--- config.mk ---
export PLATFORM = sky130hd
export DESIGN_NAME = sms_sequencer
export DESIGN_NICKNAME = d
export VERILOG_FILES = /design/src/logic/sms_pkg.sv /design/src/logic/sms_pin_latch.sv /design/src/logic/sms_sequencer.sv
export SDC_FILE = /design/constraint.sdc
export NUM_CORES = 1
export LEC_CHECK = 0
export BUFFER_PORTS_ARGS = -buffer_cell sky130_fd_sc_hd__buf_2
export CORE_MARGIN = 3
export CORE_UTILIZATION = 52
export CTS_BUF_LIST = sky130_fd_sc_hd__clkbuf_8
export CTS_CLUSTER_DIAMETER = 50
export DETAILED_ROUTE_END_ITERATION = 16
export HOLD_SLACK_MARGIN = 0.08
export PLACE_DENSITY_LB_ADDON = 0.3
export SLEW_MARGIN = 20
export SYNTH_ARGS = -nofsm -noshare
export SYNTH_HDL_FRONTEND = slang
export SYNTH_HIERARCHICAL = 1
export SYNTH_SLANG_ARGS = --single-unit
export TNS_END_PERCENT = 20
--- constraint.sdc ---
create_clock -name mclk -period 6.3 [get_ports mclk]
set_input_delay 1.89 -clock mclk [delete_from_list [all_inputs] [get_ports mclk]]
set_output_delay 1.89 -clock mclk [all_outputs]
set_load 0.005 [all_outputs]
--- src/logic/sms_pkg.sv ---
// package of constants and types for the stop mode sequencer
package sms_pkg;
	// sequencer states
	typedef enum logic [2:0] {
		SMS_RUN = 3'b000,
		SMS_STOP_RET = 3'b001,
		SMS_STOP_DEEP = 3'b010,
		SMS_RECOVER = 3'b011,
		SMS_BG_ACTIVE = 3'b100
	} sms_state_t;
	// regulator encodings
	typedef enum logic [1:0] {
		SMS_REG_FULL = 2'b00,
		SMS_REG_STANDBY = 2'b01,
		SMS_REG_PARTIAL = 2'b10
	} sms_reg_t;
	// debug command classes
	typedef enum logic [1:0] {
		SMS_CMD_NONE = 2'b00,
		SMS_CMD_MEM_STATUS = 2'b01,
		SMS_CMD_BACKGROUND = 2'b10,
		SMS_CMD_OTHER = 2'b11
	} sms_cmd_t;
	localparam int SMS_PIN_W = 8;
	localparam int SMS_IRQ_W = 8;
	localparam logic [7:0] SMS_PIN_RESET = 8'h00;
	// error codes returned to the debug host
	localparam logic [1:0] SMS_ERR_NONE = 2'h0;
	localparam logic [1:0] SMS_ERR_STOPPED = 2'h1;
	localparam logic [1:0] SMS_ERR_NOT_ACTIVE = 2'h2;
	// mclk cycles to hold the recovery reset (bus clock is gated off in recovery)
	localparam int SMS_RECOVER_NS = 1000;
	localparam int SMS_CLK_NS = 100;
	localparam logic [3:0] SMS_RECOVER_CYC = 4'((SMS_RECOVER_NS + SMS_CLK_NS - 1) / SMS_CLK_NS);
endpackage

--- src/logic/sms_pin_latch.sv ---
// pin control latch holding port state through deep stop
`timescale 1ns/1ns
`default_nettype none
module sms_pin_latch (
	input wire logic mclk,
	input wire logic resetn,
	input wire logic hold,
	input wire logic [7:0] pin_ctrl_in,
	output logic [7:0] pin_ctrl_out
);
	logic [7:0] cap_reg;
	logic [7:0] cap_next;

	// track the live value until hold rises, then freeze it
	always_comb
	begin
		cap_next = cap_reg;
		if (!hold)
			cap_next = pin_ctrl_in;
	end

	always_ff @(posedge mclk or negedge resetn)
	begin
		if (!resetn)
			cap_reg <= sms_pkg::SMS_PIN_RESET;
		else
			cap_reg <= cap_next;
	end

	// held value is the one seen at the entry edge, so no live cycle leaks into stop
	assign pin_ctrl_out = hold ? cap_reg : pin_ctrl_in;
endmodule // sms_pin_latch
`default_nettype wire

--- src/logic/sms_sequencer.sv ---
// stop mode sequencer: entry, mode choice, wake and recovery
//
// Behaviour
// [RULE_01] stop with permit enters stop, clocks halted
// [RULE_02] stop without permit forces illegal-opcode reset
// [RULE_03] retained stop standby, deep stop partial powerdown
// [RULE_04] deep/retained chosen by powerdown select
// [RULE_05] debug enabled forces retained stop
// [RULE_06] lowvolt detect in halt keeps regulator active
// [RULE_07] deep stop powers off all but ram, timer
// [RULE_08] deep stop latches all pin controls
// [RULE_09] wake pin low exits deep; output excluded (code excludes only an output driven high)
// [RULE_10] enabled wake timer exits deep stop
// [RULE_11] software sets wake pin as input first
// [RULE_12] deep wake behaves like power-on reset
// [RULE_13] deep wake enables lowvolt reset, holds reset
// [RULE_14] recovered flag and latches held until acknowledge
// [RULE_15] software restores ports before acknowledging
// [RULE_16] unlatched pins follow port control registers
// [RULE_17] retained stop preserves all state
// [RULE_18] retained stop exits on reset or interrupts
// [RULE_19] reset pin resets; interrupt takes its vector
// [RULE_20] debug keeps debug clock, full regulation
// [RULE_21] status memory commands report stopped error
// [RULE_22] background command wakes to active background
// [RULE_23] low-power-run and powerdown select exclusive
// [RULE_24] decision frozen at stop until wake
`timescale 1ns/1ns
`default_nettype none
module sms_sequencer (
	input wire logic mclk,
	input wire logic resetn,
	// cpu side
	input wire logic stop_exec,
	input wire logic halt_entry_permit,
	input wire logic debug_mode_permit,
	input wire logic lowvolt_detect_on,
	input wire logic lowvolt_detect_in_halt,
	// power management register two write port
	input wire logic pmr2_wr,
	input wire logic pmr2_wr_partial_powerdown_select,
	input wire logic pmr2_wr_lpr,
	input wire logic pmr2_wr_ack,
	// wake sources
	input wire logic wake_pin_n,
	input wire logic wake_pin_is_output,
	input wire logic wake_pin_drive_high,
	input wire logic wake_timer_enable,
	input wire logic wake_timer_event,
	input wire logic reset_pin_n,
	input wire logic [7:0] irq_req,
	input wire logic lowvolt_below_trip,
	// debug host
	input wire logic dbg_cmd_valid,
	input wire logic [1:0] dbg_cmd,
	output logic dbg_cmd_accept,
	output logic [1:0] dbg_err,
	// pins
	input wire logic [7:0] pin_ctrl_in,
	output logic [7:0] pin_ctrl_out,
	// status and controls
	output logic partial_powerdown_select,
	output logic low_power_run_request,
	output logic powerdown_recovered_flag,
	output logic bus_clk_en,
	output logic cpu_clk_en,
	output logic debug_clk_en,
	output logic [1:0] regulator_mode,
	output logic core_power_off,
	output logic illegal_op_reset,
	output logic system_reset,
	output logic lowvolt_reset_enable,
	output logic take_irq_vector,
	output logic in_stop
);
	// ---------------------------------------------------------------
	// state
	// ---------------------------------------------------------------
	sms_pkg::sms_state_t state_reg, state_next;
	logic partial_powerdown_select_reg, partial_powerdown_select_next;
	logic lpr_reg, lpr_next;
	logic powerdown_recovered_flag_reg, powerdown_recovered_flag_next;
	logic reg_act_reg, reg_act_next;
	logic dbg_keep_reg, dbg_keep_next;
	logic ill_reg, ill_next;
	logic rst_reg, rst_next;
	logic vec_reg, vec_next;
	logic lvr_reg, lvr_next;
	logic [3:0] cnt_reg, cnt_next;
	logic [1:0] err_reg, err_next;
	logic acc_reg, acc_next;
	logic wake_pin_ok;
	logic deep_wake;
	logic pin_hold;

	// output driven high does not count as a wake source
	assign wake_pin_ok = !(wake_pin_is_output && wake_pin_drive_high) && !wake_pin_n; // [RULE_09]
	assign deep_wake = wake_pin_ok || (wake_timer_enable && wake_timer_event); // [RULE_09] [RULE_10]

	// ---------------------------------------------------------------
	// sequencer next state
	// ---------------------------------------------------------------
	always_comb
	begin
		state_next = state_reg;
		partial_powerdown_select_next = partial_powerdown_select_reg;
		lpr_next = lpr_reg;
		powerdown_recovered_flag_next = powerdown_recovered_flag_reg;
		reg_act_next = reg_act_reg;
		dbg_keep_next = dbg_keep_reg;
		ill_next = 1'b0;
		rst_next = 1'b0;
		vec_next = 1'b0;
		lvr_next = lvr_reg;
		cnt_next = cnt_reg;
		// mutual exclusion; a write setting both keeps old values
		if (pmr2_wr)
		begin
			if (!(pmr2_wr_partial_powerdown_select && (pmr2_wr_lpr || lpr_reg)))
				partial_powerdown_select_next = pmr2_wr_partial_powerdown_select; // [RULE_23]
			if (!(pmr2_wr_lpr && (pmr2_wr_partial_powerdown_select || partial_powerdown_select_reg)))
				lpr_next = pmr2_wr_lpr; // [RULE_23]
			if (pmr2_wr_ack)
				powerdown_recovered_flag_next = 1'b0; // [RULE_14]
		end
		unique case (state_reg)
			sms_pkg::SMS_RUN:
			begin
				if (stop_exec && !halt_entry_permit)
					ill_next = 1'b1; // [RULE_02]
				else if (stop_exec)
				begin
					// choice frozen from values seen this cycle
					dbg_keep_next = debug_mode_permit; // [RULE_24] [RULE_20]
					reg_act_next = !debug_mode_permit && lowvolt_detect_on && lowvolt_detect_in_halt; // [RULE_06]
					if (partial_powerdown_select_reg && !debug_mode_permit && !(lowvolt_detect_on && lowvolt_detect_in_halt))
						state_next = sms_pkg::SMS_STOP_DEEP; // [RULE_04] [RULE_01]
					else
						state_next = sms_pkg::SMS_STOP_RET; // [RULE_05] [RULE_01]
				end
			end
			sms_pkg::SMS_STOP_RET:
			begin
				// all state simply held in place while clocks stop
				if (!reset_pin_n)
				begin
					rst_next = 1'b1; // [RULE_19]
					state_next = sms_pkg::SMS_RUN; // [RULE_18]
				end
				else if (dbg_keep_reg && dbg_cmd_valid && dbg_cmd == sms_pkg::SMS_CMD_BACKGROUND)
					state_next = sms_pkg::SMS_BG_ACTIVE; // [RULE_22]
				else if (|irq_req)
				begin
					vec_next = 1'b1; // [RULE_19]
					state_next = sms_pkg::SMS_RUN; // [RULE_18] [RULE_17]
				end
			end
			sms_pkg::SMS_STOP_DEEP:
			begin
				if (deep_wake)
				begin
					powerdown_recovered_flag_next = 1'b1; // [RULE_14]
					lvr_next = 1'b1; // [RULE_13]
					cnt_next = sms_pkg::SMS_RECOVER_CYC;
					state_next = sms_pkg::SMS_RECOVER; // [RULE_12]
				end
			end
			sms_pkg::SMS_RECOVER:
			begin
				// reset held until count done and supply above trip
				rst_next = 1'b1; // [RULE_12]
				if (cnt_reg != 4'h0)
					cnt_next = cnt_reg - 4'h1;
				else if (!lowvolt_below_trip)
				begin
					rst_next = 1'b0; // [RULE_13]
					state_next = sms_pkg::SMS_RUN;
				end
			end
			sms_pkg::SMS_BG_ACTIVE:
			begin
				// left by the debug go command, class other
				if (dbg_cmd_valid && dbg_cmd == sms_pkg::SMS_CMD_OTHER && stop_exec)
					state_next = sms_pkg::SMS_RUN;
			end
			default:
				state_next = sms_pkg::SMS_RUN;
		endcase
		if (state_next == sms_pkg::SMS_RUN && state_reg != sms_pkg::SMS_RUN)
		begin
			reg_act_next = 1'b0;
			dbg_keep_next = 1'b0;
		end
	end

	// registers; flag kept over recovery reset, only ack or resetn clears it
	always_ff @(posedge mclk or negedge resetn)
	begin
		if (!resetn)
		begin
			state_reg <= sms_pkg::SMS_RUN;
			partial_powerdown_select_reg <= 1'b0;
			lpr_reg <= 1'b0;
			powerdown_recovered_flag_reg <= 1'b0;
			reg_act_reg <= 1'b0;
			dbg_keep_reg <= 1'b0;
			ill_reg <= 1'b0;
			rst_reg <= 1'b0;
			vec_reg <= 1'b0;
			lvr_reg <= 1'b0;
			cnt_reg <= 4'h0;
		end
		else
		begin
			state_reg <= state_next;
			partial_powerdown_select_reg <= partial_powerdown_select_next;
			lpr_reg <= lpr_next;
			powerdown_recovered_flag_reg <= powerdown_recovered_flag_next;
			reg_act_reg <= reg_act_next;
			dbg_keep_reg <= dbg_keep_next;
			ill_reg <= ill_next;
			rst_reg <= rst_next;
			vec_reg <= vec_next;
			lvr_reg <= lvr_next;
			cnt_reg <= cnt_next;
		end
	end

	// ---------------------------------------------------------------
	// debug command answer
	// ---------------------------------------------------------------
	always_comb
	begin
		err_next = sms_pkg::SMS_ERR_NONE;
		acc_next = 1'b0;
		if (dbg_cmd_valid)
		begin
			if (state_reg == sms_pkg::SMS_BG_ACTIVE)
				acc_next = 1'b1; // [RULE_22]
			else if (state_reg == sms_pkg::SMS_STOP_RET || state_reg == sms_pkg::SMS_STOP_DEEP)
			begin
				if (dbg_cmd == sms_pkg::SMS_CMD_MEM_STATUS)
					err_next = sms_pkg::SMS_ERR_STOPPED; // [RULE_21]
				else if (dbg_cmd == sms_pkg::SMS_CMD_BACKGROUND && dbg_keep_reg)
					acc_next = 1'b1; // [RULE_22]
				else
					err_next = sms_pkg::SMS_ERR_NOT_ACTIVE;
			end
			else
				acc_next = (dbg_cmd != sms_pkg::SMS_CMD_OTHER);
		end
	end

	always_ff @(posedge mclk or negedge resetn)
	begin
		if (!resetn)
		begin
			err_reg <= sms_pkg::SMS_ERR_NONE;
			acc_reg <= 1'b0;
		end
		else
		begin
			err_reg <= err_next;
			acc_reg <= acc_next;
		end
	end

	// ---------------------------------------------------------------
	// pin latch and outputs
	// ---------------------------------------------------------------
	// held in deep stop, recovery, and until acknowledge
	assign pin_hold = (state_reg == sms_pkg::SMS_STOP_DEEP) || powerdown_recovered_flag_reg || (state_reg == sms_pkg::SMS_RECOVER); // [RULE_08] [RULE_14]

	// release hands pins back to live port controls
	sms_pin_latch u_latch (
		.mclk(mclk),
		.resetn(resetn),
		.hold(pin_hold),
		.pin_ctrl_in(pin_ctrl_in),
		.pin_ctrl_out(pin_ctrl_out)
	); // [RULE_16]

	assign in_stop = (state_reg == sms_pkg::SMS_STOP_RET) || (state_reg == sms_pkg::SMS_STOP_DEEP);
	assign bus_clk_en = !in_stop && (state_reg != sms_pkg::SMS_RECOVER); // [RULE_01]
	assign cpu_clk_en = bus_clk_en && (state_reg != sms_pkg::SMS_BG_ACTIVE); // [RULE_01]
	assign debug_clk_en = bus_clk_en || (in_stop && dbg_keep_reg); // [RULE_20]
	assign core_power_off = (state_reg == sms_pkg::SMS_STOP_DEEP); // [RULE_07]
	// regulator: partial in deep, standby in retained unless kept on
	assign regulator_mode = (state_reg == sms_pkg::SMS_STOP_DEEP) ? sms_pkg::SMS_REG_PARTIAL
		: (state_reg == sms_pkg::SMS_STOP_RET && !reg_act_reg && !dbg_keep_reg) ? sms_pkg::SMS_REG_STANDBY
		: sms_pkg::SMS_REG_FULL; // [RULE_03] [RULE_06] [RULE_20]
	assign partial_powerdown_select = partial_powerdown_select_reg;
	assign low_power_run_request = lpr_reg;
	assign powerdown_recovered_flag = powerdown_recovered_flag_reg;
	assign illegal_op_reset = ill_reg;
	assign system_reset = rst_reg;
	assign lowvolt_reset_enable = lvr_reg;
	assign take_irq_vector = vec_reg;
	assign dbg_err = err_reg;
	assign dbg_cmd_accept = acc_reg;
endmodule // sms_sequencer
`default_nettype wire

==> metrics.yaml, run 1 <==
clockBufferDepth: 2
dp_hpwl_microns: 2570
drv_cap: 0
cts_setup_buffers: 0
gp_congestion: 0.788
root_buffer: "clkbuf_8"
io_buffers: 61
grt_use_total_pct: 19.9
wl_per_cell_microns: 14.7
worstHoldPathType: "reg -> reg"
synth-edff-count: 0
first_pass_iters: 4
top_layer: "met4"
grt_pass1_wl_microns: 5220
cts-resized-gates: 0
drive_above_1_share_pct: 41.1
setup_viol: 0
cp_num_buf_inv: 2
yosysTopAreaCellShare_pct: 47.9
async_flop_share_pct: 100
max_freq_mhz: 234
synth_top_cells_by_area: "dfrtp_1, mux2_4, a21oi_1, inv_1, nand2_1"
syn-cell-area_sq_um: 1410
std_cell_rows: 18
die-area_sq_um: 3380
p_switching_uw: 235
ys_seq_area_share_pct: 47.9
detail-route-antenna-nets: 0
timing.final.max_slew_violations: 0
switching_share_pct: 34.6
syn-instance-count: 134
crit_type: "in -> out"
antenna_cells: 0
end_kind: "primary output"
crit_family: "multiplexers"
seq_area_sq_um: 676
worst_slew_pin_slew_ns: 0.589
cpMostUsedCell: "buf_2"
die_x_microns: 58.1
power.internal_uw: 444
multi_input_area_sq_um: 653
worstSkewPairLatency_ns: 0.27
fillerInstances: 202
clock_sinks: 27
core_area_sq_um: 2520
clk_pin_slew_ns: 0.08
synth_fp_nets: 172
ys_seq_elements: 27
postCtsHoldBufs: 0
cp_slowest_cell: "mux2_4"
nets: 231
wl_met1_microns: 1250
rsz0062_at_grt: "false"
ios: 62
start_kind: "input pin"
grt_pass1_vias: 1228
final_hold_viol_count: 0
fin_setup_tns_ns: 0
max_slew_margin_pct: 60.7
place_inst: 218
drc_errors: 0
power_density_nw_per_um2: 387
seq_power_share_pct: 41.9
skew_ns: 0.00362
largest_reg_flops: 8
cts_tree: "yes"
max_stage_delay_ns: 0.27
status: "complete, no violations"
cp_max_fo: 2
synth_warnings: 6
grt_overflow: 0
synth_flop_cell: "dfrtp_1"
p_leak_uw: 0.000938
syn_to_final_growth_pct: 24.3
route.met3.wl_microns: 240
vias_per_cell: 5.72
pwr-share-comb_pct: 44.3
fin_cells: 222
start_util_pct: 56.0
antenna_found_initial: 0
path_cells: "buf_2 -> mux2_4 -> buf_2"
peakVddDrop_v: 0.000305
die_h_microns: 58.1
grt_max_degree: 28
ys_types: 40
numCtsBuffers: 3
period_minus_slack_ns: 4.27
drt_iter0_markers: 46
clkPwrFrac_pct: 13.8
post_synth.cell_area_avg_sq_um: 10.5
routed_wl_microns: 3260
finalCritPeriodShare_pct: 67.8
arrival_ns: 2.38
dr_wl_met2_microns: 1740
cts_max_level: 1
vias: 1269
cp.required_ns: 4.41
yosysTopAreaCell: "dfrtp_1"
==> synthesized netlist by cell type, types with 3 or more instances <==
cell type  number
dfrtp_1        27
inv_1          10
a21oi_1         9
nand2_1         9
mux2_4          8
nor2_1          8
a31oi_1         4
nor2b_1         4
or2_2           4
mux2i_1         3
o21ai_0         3
==> layout make-up <==
class	instances	area share, %
clock buffers	3	2.35
well taps	30	2.14
multi-input cells	90	37.2
inverters	10	2.14
clock inverters	1	0.214
repair buffers	61	17.4
flip-flops and latches	27	38.5
==> metal layers <==
layer  vias to the layer above  global-route usage, %
met3                        10                   5.57
met1                       606                   22.4
li1                        591                      -
met5                         -                      0
met2                        62                   35.8
met4                         0                   6.62
==> cell families (layout without fill, tap and decap cells) <==
| logic type | after synthesis | count (layout) | share of synthesized area, % |
|---|---|---|---|
| AOI/OAI and AO/OA | 31 | 31 | 15.3 |
| xor gates and xnor gates | 2 | 2 | 1.24 |
| adders and majority gates | 1 | 1 | 0.886 |
| buffers and inverters | 17 | 75 | 5.85 |
| DFF | 27 | 27 | 47.9 |
| muxes | 11 | 11 | 10.6 |
| and+or+nand+nor | 45 | 45 | 18.2 |
==> power groups by stage <==
stage                     registers, uW  logic [uW]  clock network (uW)
after floorplan                     266         219                   0
after global placement              283         290                   0
after detailed placement            287         305                   0
after CTS                           284         306                98.2
after global routing                291         336                 105
final                               284         301                93.8
==> placed cells by master, fill, tap and decap left out, types with 3 or more instances in the layout <==
cell type and count:
a21oi_1 9, a31oi_1 4, buf_2 61, clkbuf_8 3, dfrtp_1 27, inv_1 11, mux2_4 8, mux2i_1 3
nand2_1 9, nor2_1 8, nor2b_1 4, o21ai_0 3, or2_2 4
==> metrics by stage <==
stage          hold slack [ns]  worst slack [ns]  instance area, sq um  power, uW  utilization [%]
2_1_floorplan            0.465              2.26                  1410        486                -
3_3_place_gp             0.449              2.03                  1710        573             67.8
3_5_place_dp             0.456              2.02                  1710        592             67.8
4_1_cts                  0.478              2.02                  1750        688             69.5
5_1_grt                  0.508              2.01                  1750        731             69.5
6_report                 0.478              2.03                  1750        679             69.5
==> path summary, 6_finish.rpt <==
check / startpoint / end / slack [ns] / cells after the start
min reg2reg: lowvolt_reset_enable$_DFFE_PN0P_ / lowvolt_reset_enable$_DFFE_PN0P_ / 0.48 / 1
min in group asynchronous: resetn / state_reg[1]$_DFF_PN0_ / 1.62 / 1
max: pin_ctrl_in[5] / pin_ctrl_out[5] / 2.03 / 3
min: lowvolt_reset_enable$_DFFE_PN0P_ / lowvolt_reset_enable$_DFFE_PN0P_ / 0.48 / 1
max reg2reg: cnt_reg[0]$_DFFE_PN0P_ / reg_act_reg$_DFFE_PN0P_ / 4.19 / 6
max in group asynchronous: resetn / u_latch/cap_reg[5]$_DFF_PN0_ / 4.30 / 1
(Power assumes the default switching activity.)
==> run 2: changes to the inputs <==
--- a/config.mk
+++ b/config.mk
@@ -7,7 +7,7 @@
 export LEC_CHECK = 0
 export BUFFER_PORTS_ARGS = -buffer_cell sky130_fd_sc_hd__buf_2
 export CORE_MARGIN = 3
-export CORE_UTILIZATION = 52
+export CORE_UTILIZATION = 49
 export CTS_BUF_LIST = sky130_fd_sc_hd__clkbuf_8
 export CTS_CLUSTER_DIAMETER = 50
 export DETAILED_ROUTE_END_ITERATION = 16
==> constraint.sdc (replaced) <==
create_clock -name mclk -period 4.3 [get_ports mclk]
set_input_delay 1.29 -clock mclk [delete_from_list [all_inputs] [get_ports mclk]]
set_output_delay 1.29 -clock mclk [all_outputs]
set_load 0.005 [all_outputs]
==> run 2 against run 1 <==
Net effect:
- sequential share of layout area unchanged
- die area increased by 5.5%
- register-to-register slack got worse by 2.0 ns
- count of clock-buffer cells in the layout unchanged
- critical path depth increased by 1
- wire length increased by 0.80%
- cell count unchanged
- clock skew decreased by 0.0016 ns
- highest routed layer unchanged
==> metrics.yaml, run 2 (synthesized netlist as in run 1, its figures left out) <==
status: "complete, no violations"  # unchanged
detail-route-antenna-nets: 0  # unchanged
start_kind: "flop"  # was input pin
worst_r2r_endpoint: "dbg_keep_reg$_DFFE_PN0P_"  # was reg_act_reg$_DFFE_PN0P_
syn_to_final_growth_pct: 24.3  # unchanged
cts_setup_buffers: 0  # unchanged
cp_max_fo: 14  # was 2
cts-resized-gates: 0  # unchanged
reg2reg_from: "cnt_reg[0]$_DFFE_PN0P_"  # unchanged
grt_use_total_pct: 19.7  # was 19.9%
core_area_sq_um: 2610  # was 2520 sq um
p_leak_uw: 0.000938  # unchanged
grt_pass1_wl_microns: 5370  # was 5220 microns
rsz0062_at_grt: "false"  # unchanged
final_hold_viol_count: 0  # unchanged
skew_ns: 0.00204  # was 0.00362 ns
drive_above_1_share_pct: 41.1  # unchanged
mostFrequentLayoutCell: "buf_2"  # unchanged
end_kind: "primary output"  # unchanged
grt_max_degree: 28  # unchanged
period_minus_slack_ns: 3.48
crit_type: "reg -> out"  # was in -> out
cts_max_level: 1  # unchanged
largest_reg_flops: 8  # unchanged
dp_hpwl_microns: 2580  # was 2570 microns
clock_sinks: 27  # unchanged
start_util_pct: 54.0  # was 56.0%
gp_congestion: 0.768  # was 0.788
vias: 1201  # was 1269
crit_start: "state_reg[1]$_DFF_PN0_"  # was pin_ctrl_in[5]
finish.utilization_pct: 67.1  # was 69.5%
power_density_nw_per_um2: 569  # was 387 nW/um^2
worst_slew_pin_slew_ns: 0.588  # was 0.589 ns
worstHoldPathType: "reg -> reg"  # unchanged
numCtsBuffers: 3  # unchanged
critPathCapture: "pin_ctrl_out[3]"  # was pin_ctrl_out[5]
nets: 231  # unchanged
clockBufferDepth: 2  # unchanged
ios: 62  # unchanged
max_slew_margin_pct: 60.8  # was 60.7%
clk_pin_slew_ns: 0.09  # was 0.08 ns
finalCritPeriodShare_pct: 81.0
r2r_setup_slack_ns: 2.19  # was 4.19 ns
drc_errors: 0  # unchanged
antenna_cells: 0  # unchanged
ff2ff_path_depth: 6  # unchanged
peakVddDrop_v: 0.000396  # was 0.000305 V
cts_tree: "yes"  # unchanged
fin_setup_tns_ns: 0  # unchanged
drt_iter0_markers: 76  # was 46
wl_per_cell_microns: 14.8  # was 14.7 microns
timing.final.max_slew_violations: 0  # unchanged
io_buffers: 61  # unchanged
arrival_ns: 2.19  # was 2.38 ns
postCtsHoldBufs: 0  # unchanged
worstSkewPairLatency_ns: 0.27  # about the same
setup_viol: 0  # unchanged
max_freq_mhz: 287
drv_cap: 0  # unchanged
vias_per_cell: 5.41  # was 5.72
final_cell_mix: "buf_2, dfrtp_1, inv_1"  # unchanged
die-area_sq_um: 3560  # was 3380 sq um
routed_wl_microns: 3290  # was 3260 microns
cp.required_ns: 3.01  # was 4.41 ns
std_cell_rows: 18  # unchanged
die_x_microns: 59.7  # was 58.1 microns
grt_overflow: 0  # unchanged
root_buffer: "clkbuf_8"  # unchanged
die_h_microns: 59.7  # was 58.1 microns
first_pass_iters: 4  # unchanged
antenna_found_initial: 0  # unchanged
fillerInstances: 207  # was 202
grt_pass1_vias: 1234  # was 1228
-- run 2: cell counts in the layout (fill, tap and decap cells not counted) --
Identical to the previous run, type by type.
-- run 2: worst min path at each step --
| stage | start | to | slack, ns | cells past startpoint |
|---|---|---|---|---|
| 4_1_cts | lowvolt_reset_enable$_DFFE_PN0P_ | lowvolt_reset_enable$_DFFE_PN0P_ | 0.47 | 1 |
| 3_5_place_dp | lowvolt_reset_enable$_DFFE_PN0P_ | lowvolt_reset_enable$_DFFE_PN0P_ | 0.45 | 1 |
| 6_report | lowvolt_reset_enable$_DFFE_PN0P_ | lowvolt_reset_enable$_DFFE_PN0P_ | 0.47 | 1 |
| 3_3_place_gp | lowvolt_reset_enable$_DFFE_PN0P_ | lowvolt_reset_enable$_DFFE_PN0P_ | 0.45 | 1 |
| 5_1_grt | lowvolt_reset_enable$_DFFE_PN0P_ | lowvolt_reset_enable$_DFFE_PN0P_ | 0.50 | 1 |
| 2_1_floorplan | lowvolt_reset_enable$_DFFE_PN0P_ | lowvolt_reset_enable$_DFFE_PN0P_ | 0.46 | 1 |
-- run 2: per-stage QoR --
step,setup slack (ns),total power (uW),instance area (sq um),std cells,hold WS (ns)
final,0.816,999,1750,222,0.466
after global routing,0.689,1070,1750,222,0.502
after detailed placement,1.12,867,1710,218,0.450
after global placement,1.17,840,1710,218,0.450
after floorplan,1.46,712,1410,134,0.465
after CTS,0.816,1010,1750,222,0.473
-- run 2: routing by layer --
metal / vias up / GRT usage, % / wire length (microns)
met5: - / 0 / 0
met4: 0 / 5.38 / 31
met3: 4 / 4.75 / 221
met2: 46 / 34.6 / 1690
met1: 558 / 24.1 / 1340
li1: 593 / - / -
-- run 2: critical path, stage by stage (launching register included) --
cell and delay, ns:
dfrtp_1 0.59, nor2b_1 0.49, or2_2 0.38, mux2_4 0.34
buf_2 0.13
-- run 2: report_power, final --
group | switching, uW | internal (uW)
clock | 74.8 | 63.9
sequential | 71.8 | 344
combinational | 201 | 243
-- run 2: layout make-up --
cell class                      instances  area (sq um)  area share, %
Sequential cell                        27           676           38.5
Multi-Input combinational cell         90           653           37.2
Timing Repair Buffer                   61           305           17.4
Clock buffer                            3          41.3           2.35
Inverter                               10          37.5           2.14
Tap cell                               30          37.5           2.14
Clock inverter                          1          3.75          0.214
